===== src/verilog/pwm_pkg.sv =====
// Package with register map, field positions and reset values of the PWM channel.
package pwm_pkg;
    localparam logic [11:0] PWM_OFF_TIMER_COUNT = 12'h000;
    localparam logic [11:0] PWM_OFF_PERIOD      = 12'h004;
    localparam logic [11:0] PWM_OFF_TIMER_CTRL  = 12'h008;
    localparam logic [11:0] PWM_OFF_DUTY_STAGE  = 12'h00C;
    localparam logic [11:0] PWM_OFF_DUTY_ACTIVE = 12'h010;
    localparam logic [11:0] PWM_OFF_MODULE_CTRL = 12'h014;
    localparam logic [11:0] PWM_OFF_PIN_DIR     = 12'h018;
    localparam int PWM_TC_RUN_BIT    = 2;
    localparam int PWM_TC_PS_LSB     = 0;
    localparam int PWM_TC_POST_LSB   = 3;
    localparam int PWM_MC_DUTY_LSB   = 4;
    localparam int PWM_MC_MODE_LSB   = 0;
    localparam logic [1:0] PWM_MODE_PWM  = 2'h3;
    localparam logic [7:0] PWM_RST_BYTE  = 8'h00;
    localparam logic [7:0] PWM_RST_PERIOD = 8'hFF;
    localparam logic [0:0] PWM_RST_DIR   = 1'h1;
    localparam logic [3:0] PWM_PS_CNT_1  = 4'h0;
    localparam logic [3:0] PWM_PS_CNT_4  = 4'h3;
    localparam logic [3:0] PWM_PS_CNT_16 = 4'hF;
    localparam logic [1:0] PWM_PHASE_LAST = 2'h3;
endpackage


===== src/verilog/pwm_channel.sv =====
// Single PWM output channel with period timer, prescaler and double-buffered duty, on APB.
module pwm_channel
    import pwm_pkg::*;
(
    input  wire logic        clk_sys_in,
    input  wire logic        rst_n_in,
    input  wire logic        psel_in,
    input  wire logic        penable_in,
    input  wire logic        pwrite_in,
    input  wire logic [11:0] paddr_in,
    input  wire logic [31:0] pwdata_in,
    output logic      [31:0] prdata_out,
    output logic             pready_out,
    output logic             pslverr_out,
    output logic             pwm_pin_out,
    output logic             pwm_pin_oe_out
);
    logic [7:0] timer_count_ff;
    logic [7:0] period_ff;
    logic [6:0] timer_ctrl_ff;
    logic [7:0] duty_stage_ff;
    logic [7:0] duty_active_ff;
    logic [1:0] duty_low_latch_ff;
    logic [5:0] module_ctrl_ff;
    logic       pin_dir_ff;
    logic       out_latch_ff;
    logic [1:0] phase_ff;
    logic [3:0] prescale_ff;
    logic       wr_en;
    logic       pwm_mode;
    logic [3:0] ps_last;
    logic       tick;
    logic       period_end;
    logic [9:0] duty_active;
    logic [9:0] time_ext;
    logic [1:0] low_bits;
    logic [1:0] nxt_phase;
    logic [3:0] nxt_prescale;
    logic [7:0] nxt_timer_count;
    logic [7:0] nxt_rdata;
    logic [7:0] prdata_ff;
    logic       wr_count;
    logic       wr_period;
    logic       wr_tctrl;
    logic       wr_stage;
    logic       wr_active;
    logic       wr_mctrl;
    logic       wr_dir;

    assign wr_en = psel_in && penable_in && pwrite_in;
    assign pready_out = 1'b1;
    assign pwm_mode = (module_ctrl_ff[PWM_MC_MODE_LSB+3 -: 2] == PWM_MODE_PWM);

    // One decoded strobe per register keeps each register process to a single enable.
    always_comb
    begin
        wr_count  = 1'b0;
        wr_period = 1'b0;
        wr_tctrl  = 1'b0;
        wr_stage  = 1'b0;
        wr_active = 1'b0;
        wr_mctrl  = 1'b0;
        wr_dir    = 1'b0;
        if (paddr_in == PWM_OFF_TIMER_COUNT)
        begin
            wr_count = wr_en;
        end
        else if (paddr_in == PWM_OFF_PERIOD)
        begin
            wr_period = wr_en;
        end
        else if (paddr_in == PWM_OFF_TIMER_CTRL)
        begin
            wr_tctrl = wr_en;
        end
        else if (paddr_in == PWM_OFF_DUTY_STAGE)
        begin
            wr_stage = wr_en;
        end
        else if (paddr_in == PWM_OFF_DUTY_ACTIVE)
        begin
            wr_active = wr_en;
        end
        else if (paddr_in == PWM_OFF_MODULE_CTRL)
        begin
            wr_mctrl = wr_en;
        end
        else if (paddr_in == PWM_OFF_PIN_DIR)
        begin
            wr_dir = wr_en;
        end
    end

    // Prescale select: 00 is 1:1, 01 is 1:4, 1x is 1:16.
    always_comb
    begin
        if (timer_ctrl_ff[PWM_TC_PS_LSB+1])
        begin
            ps_last = PWM_PS_CNT_16;
        end
        else if (timer_ctrl_ff[PWM_TC_PS_LSB])
        begin
            ps_last = PWM_PS_CNT_4;
        end
        else
        begin
            ps_last = PWM_PS_CNT_1;
        end
    end

    // The postscaler bits are stored but deliberately feed nothing here.
    assign tick = timer_ctrl_ff[PWM_TC_RUN_BIT] && (phase_ff == PWM_PHASE_LAST)
                  && (prescale_ff == ps_last);
    assign period_end = tick && (timer_count_ff == period_ff);
    assign duty_active = {duty_active_ff, duty_low_latch_ff};

    // Low comparison bits: phase counter at 1:1, prescaler bits 1:0 at 1:4, top two prescaler bits at 1:16.
    // The compare looks at the next counter values, so the pin falls on the very
    // cycle at which the count reaches the duty value instead of one clock later.
    always_comb
    begin
        if (ps_last == PWM_PS_CNT_1)
        begin
            low_bits = nxt_phase;
        end
        else if (ps_last == PWM_PS_CNT_4)
        begin
            low_bits = nxt_prescale[1:0];
        end
        else
        begin
            low_bits = nxt_prescale[3:2];
        end
    end
    assign time_ext = {nxt_timer_count, low_bits};

    // Phase counter runs free, standing in for the four oscillator phases.
    assign nxt_phase = phase_ff + 2'h1;

    // A timer control write restarts the prescaler so that a new ratio starts cleanly.
    always_comb
    begin
        if (wr_tctrl)
        begin
            nxt_prescale = 4'h0;
        end
        else if (timer_ctrl_ff[PWM_TC_RUN_BIT] && phase_ff == PWM_PHASE_LAST)
        begin
            nxt_prescale = (prescale_ff == ps_last) ? 4'h0 : prescale_ff + 4'h1;
        end
        else
        begin
            nxt_prescale = prescale_ff;
        end
    end

    always_comb
    begin
        if (wr_count)
        begin
            nxt_timer_count = pwdata_in[7:0];
        end
        else if (period_end)
        begin
            nxt_timer_count = 8'h00;
        end
        else if (tick)
        begin
            nxt_timer_count = timer_count_ff + 8'h01;
        end
        else
        begin
            nxt_timer_count = timer_count_ff;
        end
    end

    always_ff @(posedge clk_sys_in or negedge rst_n_in)
    begin
        if (!rst_n_in)
        begin
            phase_ff <= 2'h0;
        end
        else
        begin
            phase_ff <= nxt_phase;
        end
    end

    always_ff @(posedge clk_sys_in or negedge rst_n_in)
    begin
        if (!rst_n_in)
        begin
            prescale_ff <= 4'h0;
        end
        else
        begin
            prescale_ff <= nxt_prescale;
        end
    end

    always_ff @(posedge clk_sys_in or negedge rst_n_in)
    begin
        if (!rst_n_in)
        begin
            timer_count_ff <= PWM_RST_BYTE;
        end
        else
        begin
            timer_count_ff <= nxt_timer_count;
        end
    end

    always_ff @(posedge clk_sys_in or negedge rst_n_in)
    begin
        if (!rst_n_in)
        begin
            period_ff      <= PWM_RST_PERIOD;
            timer_ctrl_ff  <= 7'h00;
            duty_stage_ff  <= PWM_RST_BYTE;
            module_ctrl_ff <= 6'h00;
            pin_dir_ff     <= PWM_RST_DIR;
        end
        else if (wr_en)
        begin
            if (wr_period)
            begin
                period_ff <= pwdata_in[7:0];
            end
            else if (wr_tctrl)
            begin
                timer_ctrl_ff <= pwdata_in[6:0];
            end
            else if (wr_stage)
            begin
                duty_stage_ff <= pwdata_in[7:0];
            end
            else if (wr_mctrl)
            begin
                module_ctrl_ff <= pwdata_in[5:0];
            end
            else if (wr_dir)
            begin
                pin_dir_ff <= pwdata_in[0];
            end
        end
    end

    always_ff @(posedge clk_sys_in or negedge rst_n_in)
    begin
        if (!rst_n_in)
        begin
            duty_active_ff    <= PWM_RST_BYTE;
            duty_low_latch_ff <= 2'h0;
        end
        else if (pwm_mode && period_end)
        begin
            duty_active_ff    <= duty_stage_ff;
            duty_low_latch_ff <= module_ctrl_ff[PWM_MC_DUTY_LSB+1 -: 2];
        end
        else if (!pwm_mode && wr_active)
        begin
            duty_active_ff <= pwdata_in[7:0];
        end
    end

    // Set on period end wins over the duty match; a zero duty never sets the pin.
    always_ff @(posedge clk_sys_in or negedge rst_n_in)
    begin
        if (!rst_n_in)
        begin
            out_latch_ff <= 1'b0;
        end
        else if (wr_mctrl && pwdata_in[5:0] == 6'h00)
        begin
            out_latch_ff <= 1'b0;
        end
        else if (!pwm_mode)
        begin
            out_latch_ff <= out_latch_ff;
        end
        else if (period_end)
        begin
            out_latch_ff <= ({duty_stage_ff, module_ctrl_ff[PWM_MC_DUTY_LSB+1 -: 2]} != 10'h000);
        end
        else if (duty_active == time_ext)
        begin
            out_latch_ff <= 1'b0;
        end
    end

    assign pwm_pin_out    = out_latch_ff;
    assign pwm_pin_oe_out = !pin_dir_ff;

    // Read data is captured in the setup cycle and stands through the access phase.
    always_comb
    begin
        pslverr_out = 1'b0;
        nxt_rdata   = 8'h00;
        if (paddr_in == PWM_OFF_TIMER_COUNT)
        begin
            nxt_rdata = timer_count_ff;
        end
        else if (paddr_in == PWM_OFF_PERIOD)
        begin
            nxt_rdata = period_ff;
        end
        else if (paddr_in == PWM_OFF_TIMER_CTRL)
        begin
            nxt_rdata = {1'b0, timer_ctrl_ff};
        end
        else if (paddr_in == PWM_OFF_DUTY_STAGE)
        begin
            nxt_rdata = duty_stage_ff;
        end
        else if (paddr_in == PWM_OFF_DUTY_ACTIVE)
        begin
            nxt_rdata = duty_active_ff;
        end
        else if (paddr_in == PWM_OFF_MODULE_CTRL)
        begin
            nxt_rdata = {2'h0, module_ctrl_ff};
        end
        else if (paddr_in == PWM_OFF_PIN_DIR)
        begin
            nxt_rdata = {7'h00, pin_dir_ff};
        end
        else
        begin
            pslverr_out = psel_in && penable_in;
        end
    end

    always_ff @(posedge clk_sys_in or negedge rst_n_in)
    begin
        if (!rst_n_in)
        begin
            prdata_ff <= 8'h00;
        end
        else if (psel_in && !penable_in)
        begin
            prdata_ff <= nxt_rdata;
        end
    end

    assign prdata_out = {24'h00_0000, prdata_ff};
endmodule


===== config.mk =====
export PLATFORM = sky130hd
export DESIGN_NAME = pwm_channel
export DESIGN_NICKNAME = d
export VERILOG_FILES = /design/src/verilog/pwm_pkg.sv /design/src/verilog/pwm_channel.sv
export SDC_FILE = /design/constraint.sdc
export NUM_CORES = 1
export LEC_CHECK = 0
export ABC_AREA = 0
export BUFFER_PORTS_ARGS = -buffer_cell sky130_fd_sc_hd__buf_4
export CORE_ASPECT_RATIO = 1.4
export CORE_UTILIZATION = 54
export DETAILED_ROUTE_END_ITERATION = 10
export PLACE_DENSITY = 0.84
export SLEW_MARGIN = 30
export SYNTH_ARGS = -nofsm -noshare
export SYNTH_HDL_FRONTEND = slang
export SYNTH_SLANG_ARGS = --single-unit

===== constraint.sdc =====
create_clock -name clk_sys_in -period 6.3 [get_ports clk_sys_in]
set_clock_uncertainty 0.1 [all_clocks]
set_input_delay 0.315 -clock clk_sys_in [delete_from_list [all_inputs] [get_ports clk_sys_in]]
set_output_delay 0.315 -clock clk_sys_in [all_outputs]
set_load 0.02 [all_outputs]

* Yosys cells after proc, flatten, opt, wreduce, memory -nomap -nowiden
Cells that the tools add are included.
** Cells by class
- $add $sub $neg :: 3
- Multipliers :: 0
- Div/mod/pow operators :: 0
- Magnitude comparators :: 0
- Equality and inequality tests :: 12
- Shift operators :: 0
- Mux-type cells :: 58
- Bitwise logic cells :: 4
- Reduce and logical (&&, ||, !) cells :: 25
** Operators by type and width (count)
- $mux W8 :: 10
- $mux W1 :: 40
- $eq A12 B5 Y1 const B :: 3
- $eq A12 B4 Y1 const B :: 2
- $mux W4 :: 4
- $eq A12 B3 Y1 const B :: 1
- $logic_not A12 Y1 :: 1
- $eq A10 B10 Y1 :: 1
- $reduce_bool A10 Y1 :: 1
- $logic_and A1 B1 Y1 :: 9
- $add A8 B1 Y8 const B :: 1
- $eq A8 B8 Y1 :: 1
- $logic_not A6 Y1 :: 1
- $mux W2 :: 3
- $mux W6 :: 1
- $reduce_and A6 Y1 :: 1
- $reduce_and A5 Y1 :: 1
- $add A4 B1 Y4 const B :: 1
- $eq A2 B2 Y1 const B :: 2
- $eq A4 B2 Y1 const B :: 1
- $eq A4 B4 Y1 :: 1
- $logic_not A4 Y1 :: 1
- $not A1 Y1 :: 4
- $reduce_and A2 Y1 :: 2
- other kinds (6) :: 9
** Word-level totals
- Flip-flop bits (word level) :: 63
- Bits in latches :: 0
- RAM bits :: 0
- Bits in read-only memories :: 0
- Output and inout bits :: 36
- Memories :: 0

* Longest topological paths before layout
Gate-level depths: netlist of run 1.
- Depth after elaboration :: 13
- Depth in mapped cells :: 11

* Worst setup path before layout of run 1
No wires, ideal clock.
- Path type :: register to register
- Start point :: reg prescale_ff[0]
- End point :: reg out_latch_ff (netlist: pwm_pin_out)
- Setup time :: 127 ps
- Data arrival time :: 2602 ps
- Setup slack :: 3472 ps
- Stages on the path, launching flop included :: 10
- Buffers on the path :: 0
- Period minus slack after synthesis :: 2828 ps
- Cells stage by stage :: dfrtp_1 > or4_4 > a2111oi_4 > o21ai_1 > xor2_1 > a22o_1 > nor4b_2 > a2bb2oi_1 > o22ai_1 > mux2i_1
** Between the ends
- Longest elaborated chain between the ends :: 9
** Ends and longest elaborated chain
- start, declared :: line pwm_channel.sv:28 : logic [3:0] prescale_ff;
- start signal, assigned :: line pwm_channel.sv:197 : prescale_ff <= nxt_prescale;
- $add A4 B1 Y4 or $eq A4 B4 Y1 (tied branches) :: line pwm_channel.sv:149, pwm_channel.sv:113
- $mux W4 :: line pwm_channel.sv:149 : nxt_prescale = (prescale_ff == ps_last) ? 4'h0 : prescale_ff + 4'h1;
- $mux W4 :: line pwm_channel.sv:147 : else if (timer_ctrl_ff[PWM_TC_RUN_BIT] && phase_ff == PWM_PHASE_LAST)
- $mux W4 :: line pwm_channel.sv:143 : if (wr_tctrl)
- $mux W2 :: line pwm_channel.sv:126 : else if (ps_last == PWM_PS_CNT_4)
- $mux W2 :: line pwm_channel.sv:122 : if (ps_last == PWM_PS_CNT_1)
- $eq A10 B10 Y1 :: line pwm_channel.sv:285 : else if (duty_active == time_ext)
- $reduce_bool A3 Y1 (no source line)
- $reduce_and A2 Y1 (no source line)
- end signal, assigned :: line pwm_channel.sv:279 : out_latch_ff <= out_latch_ff;
- end signal, assigned :: line pwm_channel.sv:283 : out_latch_ff <= ({duty_stage_ff, module_ctrl_ff[PWM_MC_DUTY_LSB+1 -: 2]} != 10'h000);
- end, declared :: line pwm_channel.sv:26 : logic out_latch_ff;
Parallel ways exist; a longest one is shown, timed or not. The select of a mux whose other input is x is not followed.
A chain may end at the register's enable or synchronous reset.

* Final worst setup path of run 1
- Start point :: reg timer_ctrl_ff[0]
- End point :: reg out_latch_ff (netlist: pwm_pin_out)
** Between the ends
- Longest elaborated chain between the ends :: 11
** Ends and longest elaborated chain
- start, declared :: line pwm_channel.sv:20 : logic [6:0] timer_ctrl_ff;
- start signal, assigned :: line pwm_channel.sv:231 : timer_ctrl_ff <= pwdata_in[6:0];
- $mux W2 * :: line pwm_channel.sv:101 : else if (timer_ctrl_ff[PWM_TC_PS_LSB])
- $mux W4 * :: line pwm_channel.sv:97 : if (timer_ctrl_ff[PWM_TC_PS_LSB+1])
- $eq A4 B4 Y1 :: line pwm_channel.sv:113, pwm_channel.sv:149
- $mux W4 :: line pwm_channel.sv:149
- $mux W4 :: line pwm_channel.sv:147
- $mux W4 :: line pwm_channel.sv:143
- $mux W2 :: line pwm_channel.sv:126
- $mux W2 :: line pwm_channel.sv:122
- $eq A10 B10 Y1 :: line pwm_channel.sv:285
- $reduce_bool A3 Y1 (no source line)
- $reduce_and A2 Y1 (no source line)
Every way passes the cells marked *; elsewhere a longest branch is shown, timed or not. The select of a mux whose other input is x is not followed.

==> results of run 1 <==
==> layout make-up <==
cell class	instances	area [sq um]
Multi-Input combinational cell	338	2260
Timing Repair Buffer	38	288
Sequential cell	63	1590
Tap cell	97	121
Inverter	6	22.5
Clock buffer	13	169
Fill cell	640	2830
Clock inverter	3	40.0
==> synthesized netlist by cell type (3+ instances only) <==
| library cell | n |
|---|---|
| buf_4 | 25 |
| ha_1 | 3 |
| clkbuf_1 | 18 |
| o21ai_0 | 13 |
| a31oi_1 | 9 |
| nand3_1 | 10 |
| xor2_1 | 19 |
| nor3_1 | 6 |
| or2_2 | 4 |
| buf_1 | 3 |
| o21ai_1 | 5 |
| nand2_1 | 51 |
| mux2_2 | 32 |
| mux2i_1 | 12 |
| dfrtp_1 | 54 |
| a22oi_1 | 10 |
| inv_1 | 6 |
| nand4_1 | 3 |
| a21oi_1 | 26 |
| or3_1 | 4 |
| o211ai_1 | 3 |
| nand4b_1 | 3 |
| and3_1 | 3 |
| a21o_1 | 3 |
| a211oi_2 | 3 |
| a211oi_1 | 3 |
| xnor2_1 | 7 |
| a222oi_1 | 3 |
| dfstp_2 | 9 |
| nor4_1 | 12 |
| nor2_1 | 30 |
==> final timing paths <==
path	start	to	cells past startpoint
min reg2reg	phase_ff[0]$_DFF_PN0_	phase_ff[0]$_DFF_PN0_	1
min in group asynchronous	rst_n_in	phase_ff[1]$_DFF_PN0_	2
max reg2reg	timer_ctrl_ff[0]$_DFFE_PN0P_	pwm_pin_out$_DFFE_PN0P_	7
max	timer_ctrl_ff[0]$_DFFE_PN0P_	pwm_pin_out$_DFFE_PN0P_	7
max in group asynchronous	rst_n_in	duty_stage_ff[3]$_DFFE_PN0P_	2
min	pwdata_in[7]	timer_count_ff[7]$_DFF_PN0_	3
==> critical path, delay by kind of cell (launching register included) <==
kind / cells / cell delay (ns)
muxes: 1 / 0.17
AOI/OAI and AO/OA: 4 / 1.25
DFF: 1 / 0.47
and+or+nand+nor: 2 / 1.32
==> power by group <==
part	switching, mW	internal, mW
clock	0.160	0.214
sequential	0.00756	0.408
combinational	0.0479	0.0226
total	0.215	0.644
==> state kept, by name, indices dropped and copies added (netlist names) <==
register / cells
duty_active_ff: 8
duty_low_latch_ff: 2
duty_stage_ff: 8
module_ctrl_ff: 6
period_ff: 8
phase_ff: 2
pin_dir_ff: 1
prdata_ff: 8
prescale_ff: 4
pwm_pin_out: 1
timer_count_ff: 8
timer_ctrl_ff: 7
==> cells in the final DEF (no fill, tap or decap), drive strengths merged, types with 5 or more instances in the layout <==
| cell type | instances |
|---|---|
| or2 | 5 |
| nand3 | 10 |
| dfstp | 9 |
| nand2 | 51 |
| nor4 | 13 |
| o21ai | 18 |
| clkbuf | 13 |
| conb | 25 |
| a22oi | 10 |
| nor3 | 7 |
| dfrtp | 54 |
| a31oi | 9 |
| mux2i | 12 |
| a211oi | 6 |
| mux2 | 32 |
| a21oi | 26 |
| xnor2 | 7 |
| nor2 | 30 |
| buf | 37 |
| inv | 6 |
| xor2 | 19 |
==> kinds of logic (layout without fill, tap and decap cells) <==
group,after synthesis,count (layout),share of synthesized area (%)
AOI/OAI and AO/OA,94,94,16.1
and+or+nand+nor,146,146,18.5
buffers and inverters,56,60,7.63
DFF,63,63,39.2
xor gates and xnor gates,26,26,5.62
adders and majority gates,3,3,0.927
muxes,44,44,11.9
other,2,25,0.185
==> through the flow <==
stage          hold WS [ns]  utilization, %  power, mW  setup WS (ns)  instances
2_1_floorplan       -0.0806               -      0.473           3.47        457
3_3_place_gp          0.336            58.1      0.489           2.72        541
3_5_place_dp          0.334            58.3      0.491           2.95        541
4_1_cts               0.123            61.3      0.859           2.93        558
5_1_grt               0.132            61.3      0.888           2.76        558
6_report              0.124            61.3      0.860           2.86        558
==> metal layers <==
metal	global-route usage [%]	wire (um)	vias up
met5	0	0	-
met4	22.5	716	0
met3	8.82	882	62
met2	48.1	5470	215
met1	33.5	3740	1710
li1	-	-	1569
==> timing repair <==
| item | 4_1_cts | 5_1_grt |
|---|---|---|
| hold buffers | 1 | 0 |
| endpoints found under the setup margin | 0 | 0 |
| endpoints found under the hold margin | 54 | 0 |
==> reports/metrics.yaml, run 1 <==
path_max_fanout: 12
grt.total_usage_pct: 30.4
peakVddDrop_uv: 184
yosysTopAreaCellShare_pct: 33.4
placed_area_sq_um: 4260
min_period_ns: 3.44
synth.distinct_cells: 62
grt_pass1_wl_mm: 17.6
design_area_sq_um: 4490
postSynthAreaPerCell_sq_um: 9.33
p_leak_nw: 1.97
core_sq_um: 7310
cts_resized: 0
avgRoutedWirePerCell_um: 19.4
drc_errors: 2
port_buffers: 35
grt-ovfl-total: 0
clk_pin_slew_ns: 0.07
synthCells: 434
setup_viol: 0
arrival_ns: 3.56
fp-row-count: 37
clock_sinks: 63
worstSetupEndpointType: "register"
drive_above_1_share_pct: 23.9
place_hpwl_mm: 7.78
critPathMaxStageDelay_ns: 0.72
start_kind: "register"
finalMaxSlewViolations: 0
r2r_slack_ns: 2.86
diodes: 0
cts_tree: "done"
timing.fmax_mhz: 291
final.period_utilization_pct: 54.5
cts-htree-levels: 3
finalHoldViolCount: 0
synth_area_sq_um: 4050
cp_cell_sequence: "or4_4 -> a2111oi_4 -> o211ai_1 -> nor2_2 -> a2bb2oi_1 -> o22ai_1 -> mux2i_1"
place_congestion: 0.982
clkLatencyLatePin_ns: 0.35
initial_core_util_pct: 55.4
dieArea_sq_um: 7860
routed_via_density: 6.37
min_path_type: "primary input to register"
firstDrtPassIters: 8
io_pins: 85
numCtsBuffers: 9
rsz0062_at_grt: "no"
fp.dieW_um: 75.2
power_density_nw_per_um2: 192
cp.required_ns: 6.42
grt_max_degree: 64
ys.flop_type: "dfrtp_1"
fin_nets: 508
crit_slowest_cell: "nor2_2"
synth_top_area_cell: "dfrtp_1"
cts_buffer_depth: 2
grt_pass1_vias: 3627
vias: 3556
synth-seq-cells: 63
yosysWarnings: 0
wirelength_mm: 10.8
crit_type: "register to register"
violations: "DRC"
die_y_um: 104
fin_setup_tns_ns: 0
synth_enable_flop_cells: 0
slew_headroom_pct: 35.3
cts-root-buf: "clkbuf_8"
postCtsSetupRepairBufs: 0
ant_nets: 0
antenna_found_initial: 0
synth-async-reset-ratio_pct: 100
first_iter_violations: 349
synth.yosys.seq_area_share_pct: 39.2
syn2layout_area_growth_pct: 10.7
status: "complete, but fails checks"
synth_area_leaders: "dfrtp_1, mux2_2, dfstp_2"
tightest_slew_ns: 0.963
max_cap_violations: 0
(Power assumes the default switching activity.)
==> inputs of run 2 (changes only) <==
--- a/config.mk
+++ b/config.mk
@@ -5,7 +5,7 @@
 export SDC_FILE = /design/constraint.sdc
 export NUM_CORES = 1
 export LEC_CHECK = 0
-export ABC_AREA = 0
+export ABC_AREA = 1
 export BUFFER_PORTS_ARGS = -buffer_cell sky130_fd_sc_hd__buf_4
 export CORE_ASPECT_RATIO = 1.4
 export CORE_UTILIZATION = 54
==> constraint.sdc (replaced) <==
create_clock -name clk_sys_in -period 3.5 [get_ports clk_sys_in]
set_clock_uncertainty 0.1 [all_clocks]
set_input_delay 0.175 -clock clk_sys_in [delete_from_list [all_inputs] [get_ports clk_sys_in]]
set_output_delay 0.175 -clock clk_sys_in [all_outputs]
set_load 0.02 [all_outputs]
==> reports/metrics.yaml, run 2 <==
worstSetupEndpointType: "register"  # unchanged
synth_area_sq_um: 4030  # was 4050 sq um
p_leak_nw: 2.30  # was 1.97 nW
drive_above_1_share_pct: 16.8  # was 23.9%
synth_top_family_by_area: "simple AND/OR/NAND/NOR gates"  # unchanged
cts_resized: 0  # unchanged
arrival_ns: 2.48  # was 3.56 ns
yosys.cell_count.top_type: "nand2_1"  # was dfrtp_1
timing.fmax_mhz: 425  # was 291 MHz
io_pins: 85  # unchanged
ant_nets: 0  # unchanged
synth_mux_area_share_pct: 0  # was 11.9%
instances_no_fill: 683  # was 558
setup_viol: 0  # unchanged
r2r_end: "pwm_pin_out$_DFFE_PN0P_"  # unchanged
critPathMaxStageDelay_ns: 0.40  # was 0.72 ns
finalHoldViolCount: 0  # unchanged
placed_area_sq_um: 4250  # was 4260 sq um
finalMaxSlewViolations: 0  # unchanged
dp_cells: 663  # was 541
synthXorXnorAreaFrac_pct: 2.17  # was 5.62%
yosysTopAreaCellShare_pct: 33.5  # was 33.4%
min_path_type: "primary input to register"  # unchanged
ys.flop_type: "dfrtp_1"  # unchanged
status: "completed"  # was complete, but fails checks
fin_setup_tns_ns: 0  # unchanged
core_sq_um: 7070  # was 7310 sq um
firstDrtPassIters: 5  # was 8
place_congestion: 0.976  # was 0.982
wirelength_mm: 10.4  # was 10.8 mm
fin_ws_ns: 1.15  # was 2.86 ns
postSynthAreaPerCell_sq_um: 7.39  # was 9.33 sq um
reg2reg_depth: 14  # was 7
fp-row-count: 36  # was 37
cts-root-buf: "clkbuf_8"  # unchanged
r2r_slack_ns: 1.15  # was 2.86 ns
crit_type: "register to register"  # unchanged
synth_enable_flop_cells: 0  # unchanged
final_common_cell: "nand2_1"  # was dfrtp_1
initial_core_util_pct: 57.0  # was 55.4%
avgRoutedWirePerCell_um: 15.2  # was 19.4 um
timing.critical_path.from: "phase_ff[0]$_DFF_PN0_"  # was timer_ctrl_ff[0]$_DFFE_PN0P_
place_hpwl_mm: 7.84  # was 7.78 mm
synth_compound_area_share_pct: 12.0  # was 16.1%
layout_common_cells: "nand2_1, o21ai_0, dfrtp_1, inv_1, buf_4"  # was dfrtp_1, nand2_1, buf_4, mux2_2, nor2_1
rsz0062_at_grt: "no"  # unchanged
postLayoutCoreUtil_pct: 64.0  # was 61.3%
grt-ovfl-total: 0  # unchanged
vias: 3744  # was 3556
yosysWarnings: 0  # unchanged
finalPower_mw: 1.57  # was 860 uW
cts_buffer_depth: 2  # unchanged
holdWs_ns: 0.0117  # was 0.124 ns
clkLatencyLatePin_ns: 0.34  # was 0.35 ns
drc_errors: 0  # was 2
cts-htree-levels: 3  # unchanged
min_period_ns: 2.35  # was 3.44 ns
synth-async-reset-ratio_pct: 100  # unchanged
final.period_utilization_pct: 67.2  # was 54.5%
cp.required_ns: 3.63  # was 6.42 ns
place_ws_ns: 1.18  # was 2.95 ns
synthSimpleGateAreaFrac_pct: 33.4  # was 18.5%
port_buffers: 35  # unchanged
power_density_nw_per_um2: 348  # was 192 nW/um^2
fin_nets: 635  # was 508
clk_pin_slew_ns: 0.07  # about the same
cts_tree: "done"  # unchanged
synth_top_area_cell: "dfrtp_1"  # unchanged
min_path_cells: 3  # unchanged
min_to: "pin_dir_ff$_DFFE_PN1P_"  # was timer_count_ff[7]$_DFF_PN0_
reg2reg_from: "phase_ff[0]$_DFF_PN0_"  # was timer_ctrl_ff[0]$_DFFE_PN0P_
start_kind: "register"  # unchanged
path_max_fanout: 8  # was 12
die_y_um: 104  # about the same
syn2layout_area_growth_pct: 12.3  # was 10.7%
synth-adder-area-share_pct: 0.931  # was 0.926%
cp_cell_sequence: "ha_1 -> nand2_2 -> clkinv_1 -> nand3_1 -> xor2_1 -> nand2_1 -> nand2_1 -> nand3_1 -> nand2_1 -> nand2_1 -> nor2_1 -> nand3_1 -> nor2_1 -> nor2_1"  # was or4_4 -> a2111oi_4 -> o211ai_1 -> nor2_2 -> a2bb2oi_1 -> o22ai_1 -> mux2i_1
synth-seq-cells: 63  # unchanged
peakVddDrop_uv: 434  # was 184 uV
crit_slowest_cell: "dfrtp_1"  # was nor2_2
fp.dieW_um: 75.0  # was 75.2 um
tightest_slew_ns: 0.803  # was 0.963 ns
grt.total_usage_pct: 28.5  # was 30.4%
synth.distinct_cells: 38  # was 62
synthCells: 545  # was 434
grt_pass1_vias: 3578  # was 3627
diodes: 0  # unchanged
slew_headroom_pct: 46.5  # was 35.3%
first_iter_violations: 306  # was 349
grt_pass1_wl_mm: 16.7  # was 17.6 mm
dieArea_sq_um: 7820  # was 7860 sq um
min-delay-start: "pwdata_in[0]"  # was pwdata_in[7]
antenna_found_initial: 0  # unchanged
yosys-top-cells-count: "nand2_1, o21ai_0, dfrtp_1"  # was dfrtp_1, nand2_1, mux2_2
cpMostUsedCell: "nand2_1"
grt_max_degree: 64  # unchanged
synth.yosys.seq_area_share_pct: 39.4  # was 39.2%
routed_via_density: 5.48  # was 6.37
max_cap_violations: 0  # unchanged
numCtsBuffers: 9  # unchanged
synth_area_leaders: "dfrtp_1, nand2_1, o21ai_0"  # was dfrtp_1, mux2_2, dfstp_2
clock_sinks: 63  # unchanged
design_area_sq_um: 4520  # was 4490 sq um
## run 2: cell types whose count changed after synthesis, sizes merged, moves of 19 or more
cell   delta
nand3    +30
inv      +54
nand2   +126
mux2     -32
a21oi    -19
o21ai    +47
## run 2: cell families (layout without fill, tap and decap cells)
logic type               after synthesis  in the layout
AND/OR/NAND/NOR                      283            283
flip-flops                            63             63
other                                  2             25
AO/OA/AOI/OAI                         87             87
adder cells (fa/ha/maj)                3              3
XOR/XNOR                              10             10
buffers and inverters                 97            117
## run 2: critical path: cells and delay by family (launching register included)
| kind | cells | cell delay (ns) |
|---|---|---|
| AND/OR/NAND/NOR | 11 | 1.13 |
| XOR/XNOR | 1 | 0.16 |
| adder cells (fa/ha/maj) | 1 | 0.21 |
| buffers and inverters | 1 | 0.23 |
| flip-flops | 1 | 0.40 |
## run 2: report_power, final
part           leakage (nW)  total (mW)  internal (mW)  switching, mW
Combinational          1.39       0.106         0.0297         0.0765
Sequential            0.802       0.731          0.729        0.00134
Clock                 0.112       0.736          0.439          0.297
## run 2: timing repair
action | in CTS | in global routing
hold buffers | 4 | 0
setup buffers | 0 | 0
hold endpoints to repair | 57 | 0
## run 2: routing by layer
metal	vias up	track usage, %	routed length, um
met2	162	48.1	5320
met5	-	0	0
li1	1796	-	-
met1	1746	32.6	3900
met3	40	5.14	664
met4	0	16.6	476
## run 2: worst max-delay path by stage
| stage | cells past startpoint | endpoint |
|---|---|---|
| global route | 11 | pwm_pin_out$_DFFE_PN0P_ |
| finish | 14 | pwm_pin_out$_DFFE_PN0P_ |
| CTS | 10 | pwm_pin_out$_DFFE_PN0P_ |
| detailed placement | 10 | pwm_pin_out$_DFFE_PN0P_ |
| floorplan | 14 | pwm_pin_out$_DFFE_PN0P_ |
| global placement | 14 | pwm_pin_out$_DFFE_PN0P_ |
## run 2: layout make-up
| cell class | count | area, sq um |
|---|---|---|
| fill | 634 | 2550 |
| clock inverter | 5 | 80.1 |
| timing repair buffer | 39 | 303 |
| sequential | 63 | 1590 |
| multi-input combinational | 408 | 2050 |
| inverter | 62 | 235 |
| tap | 95 | 119 |
| clock buffer | 11 | 151 |
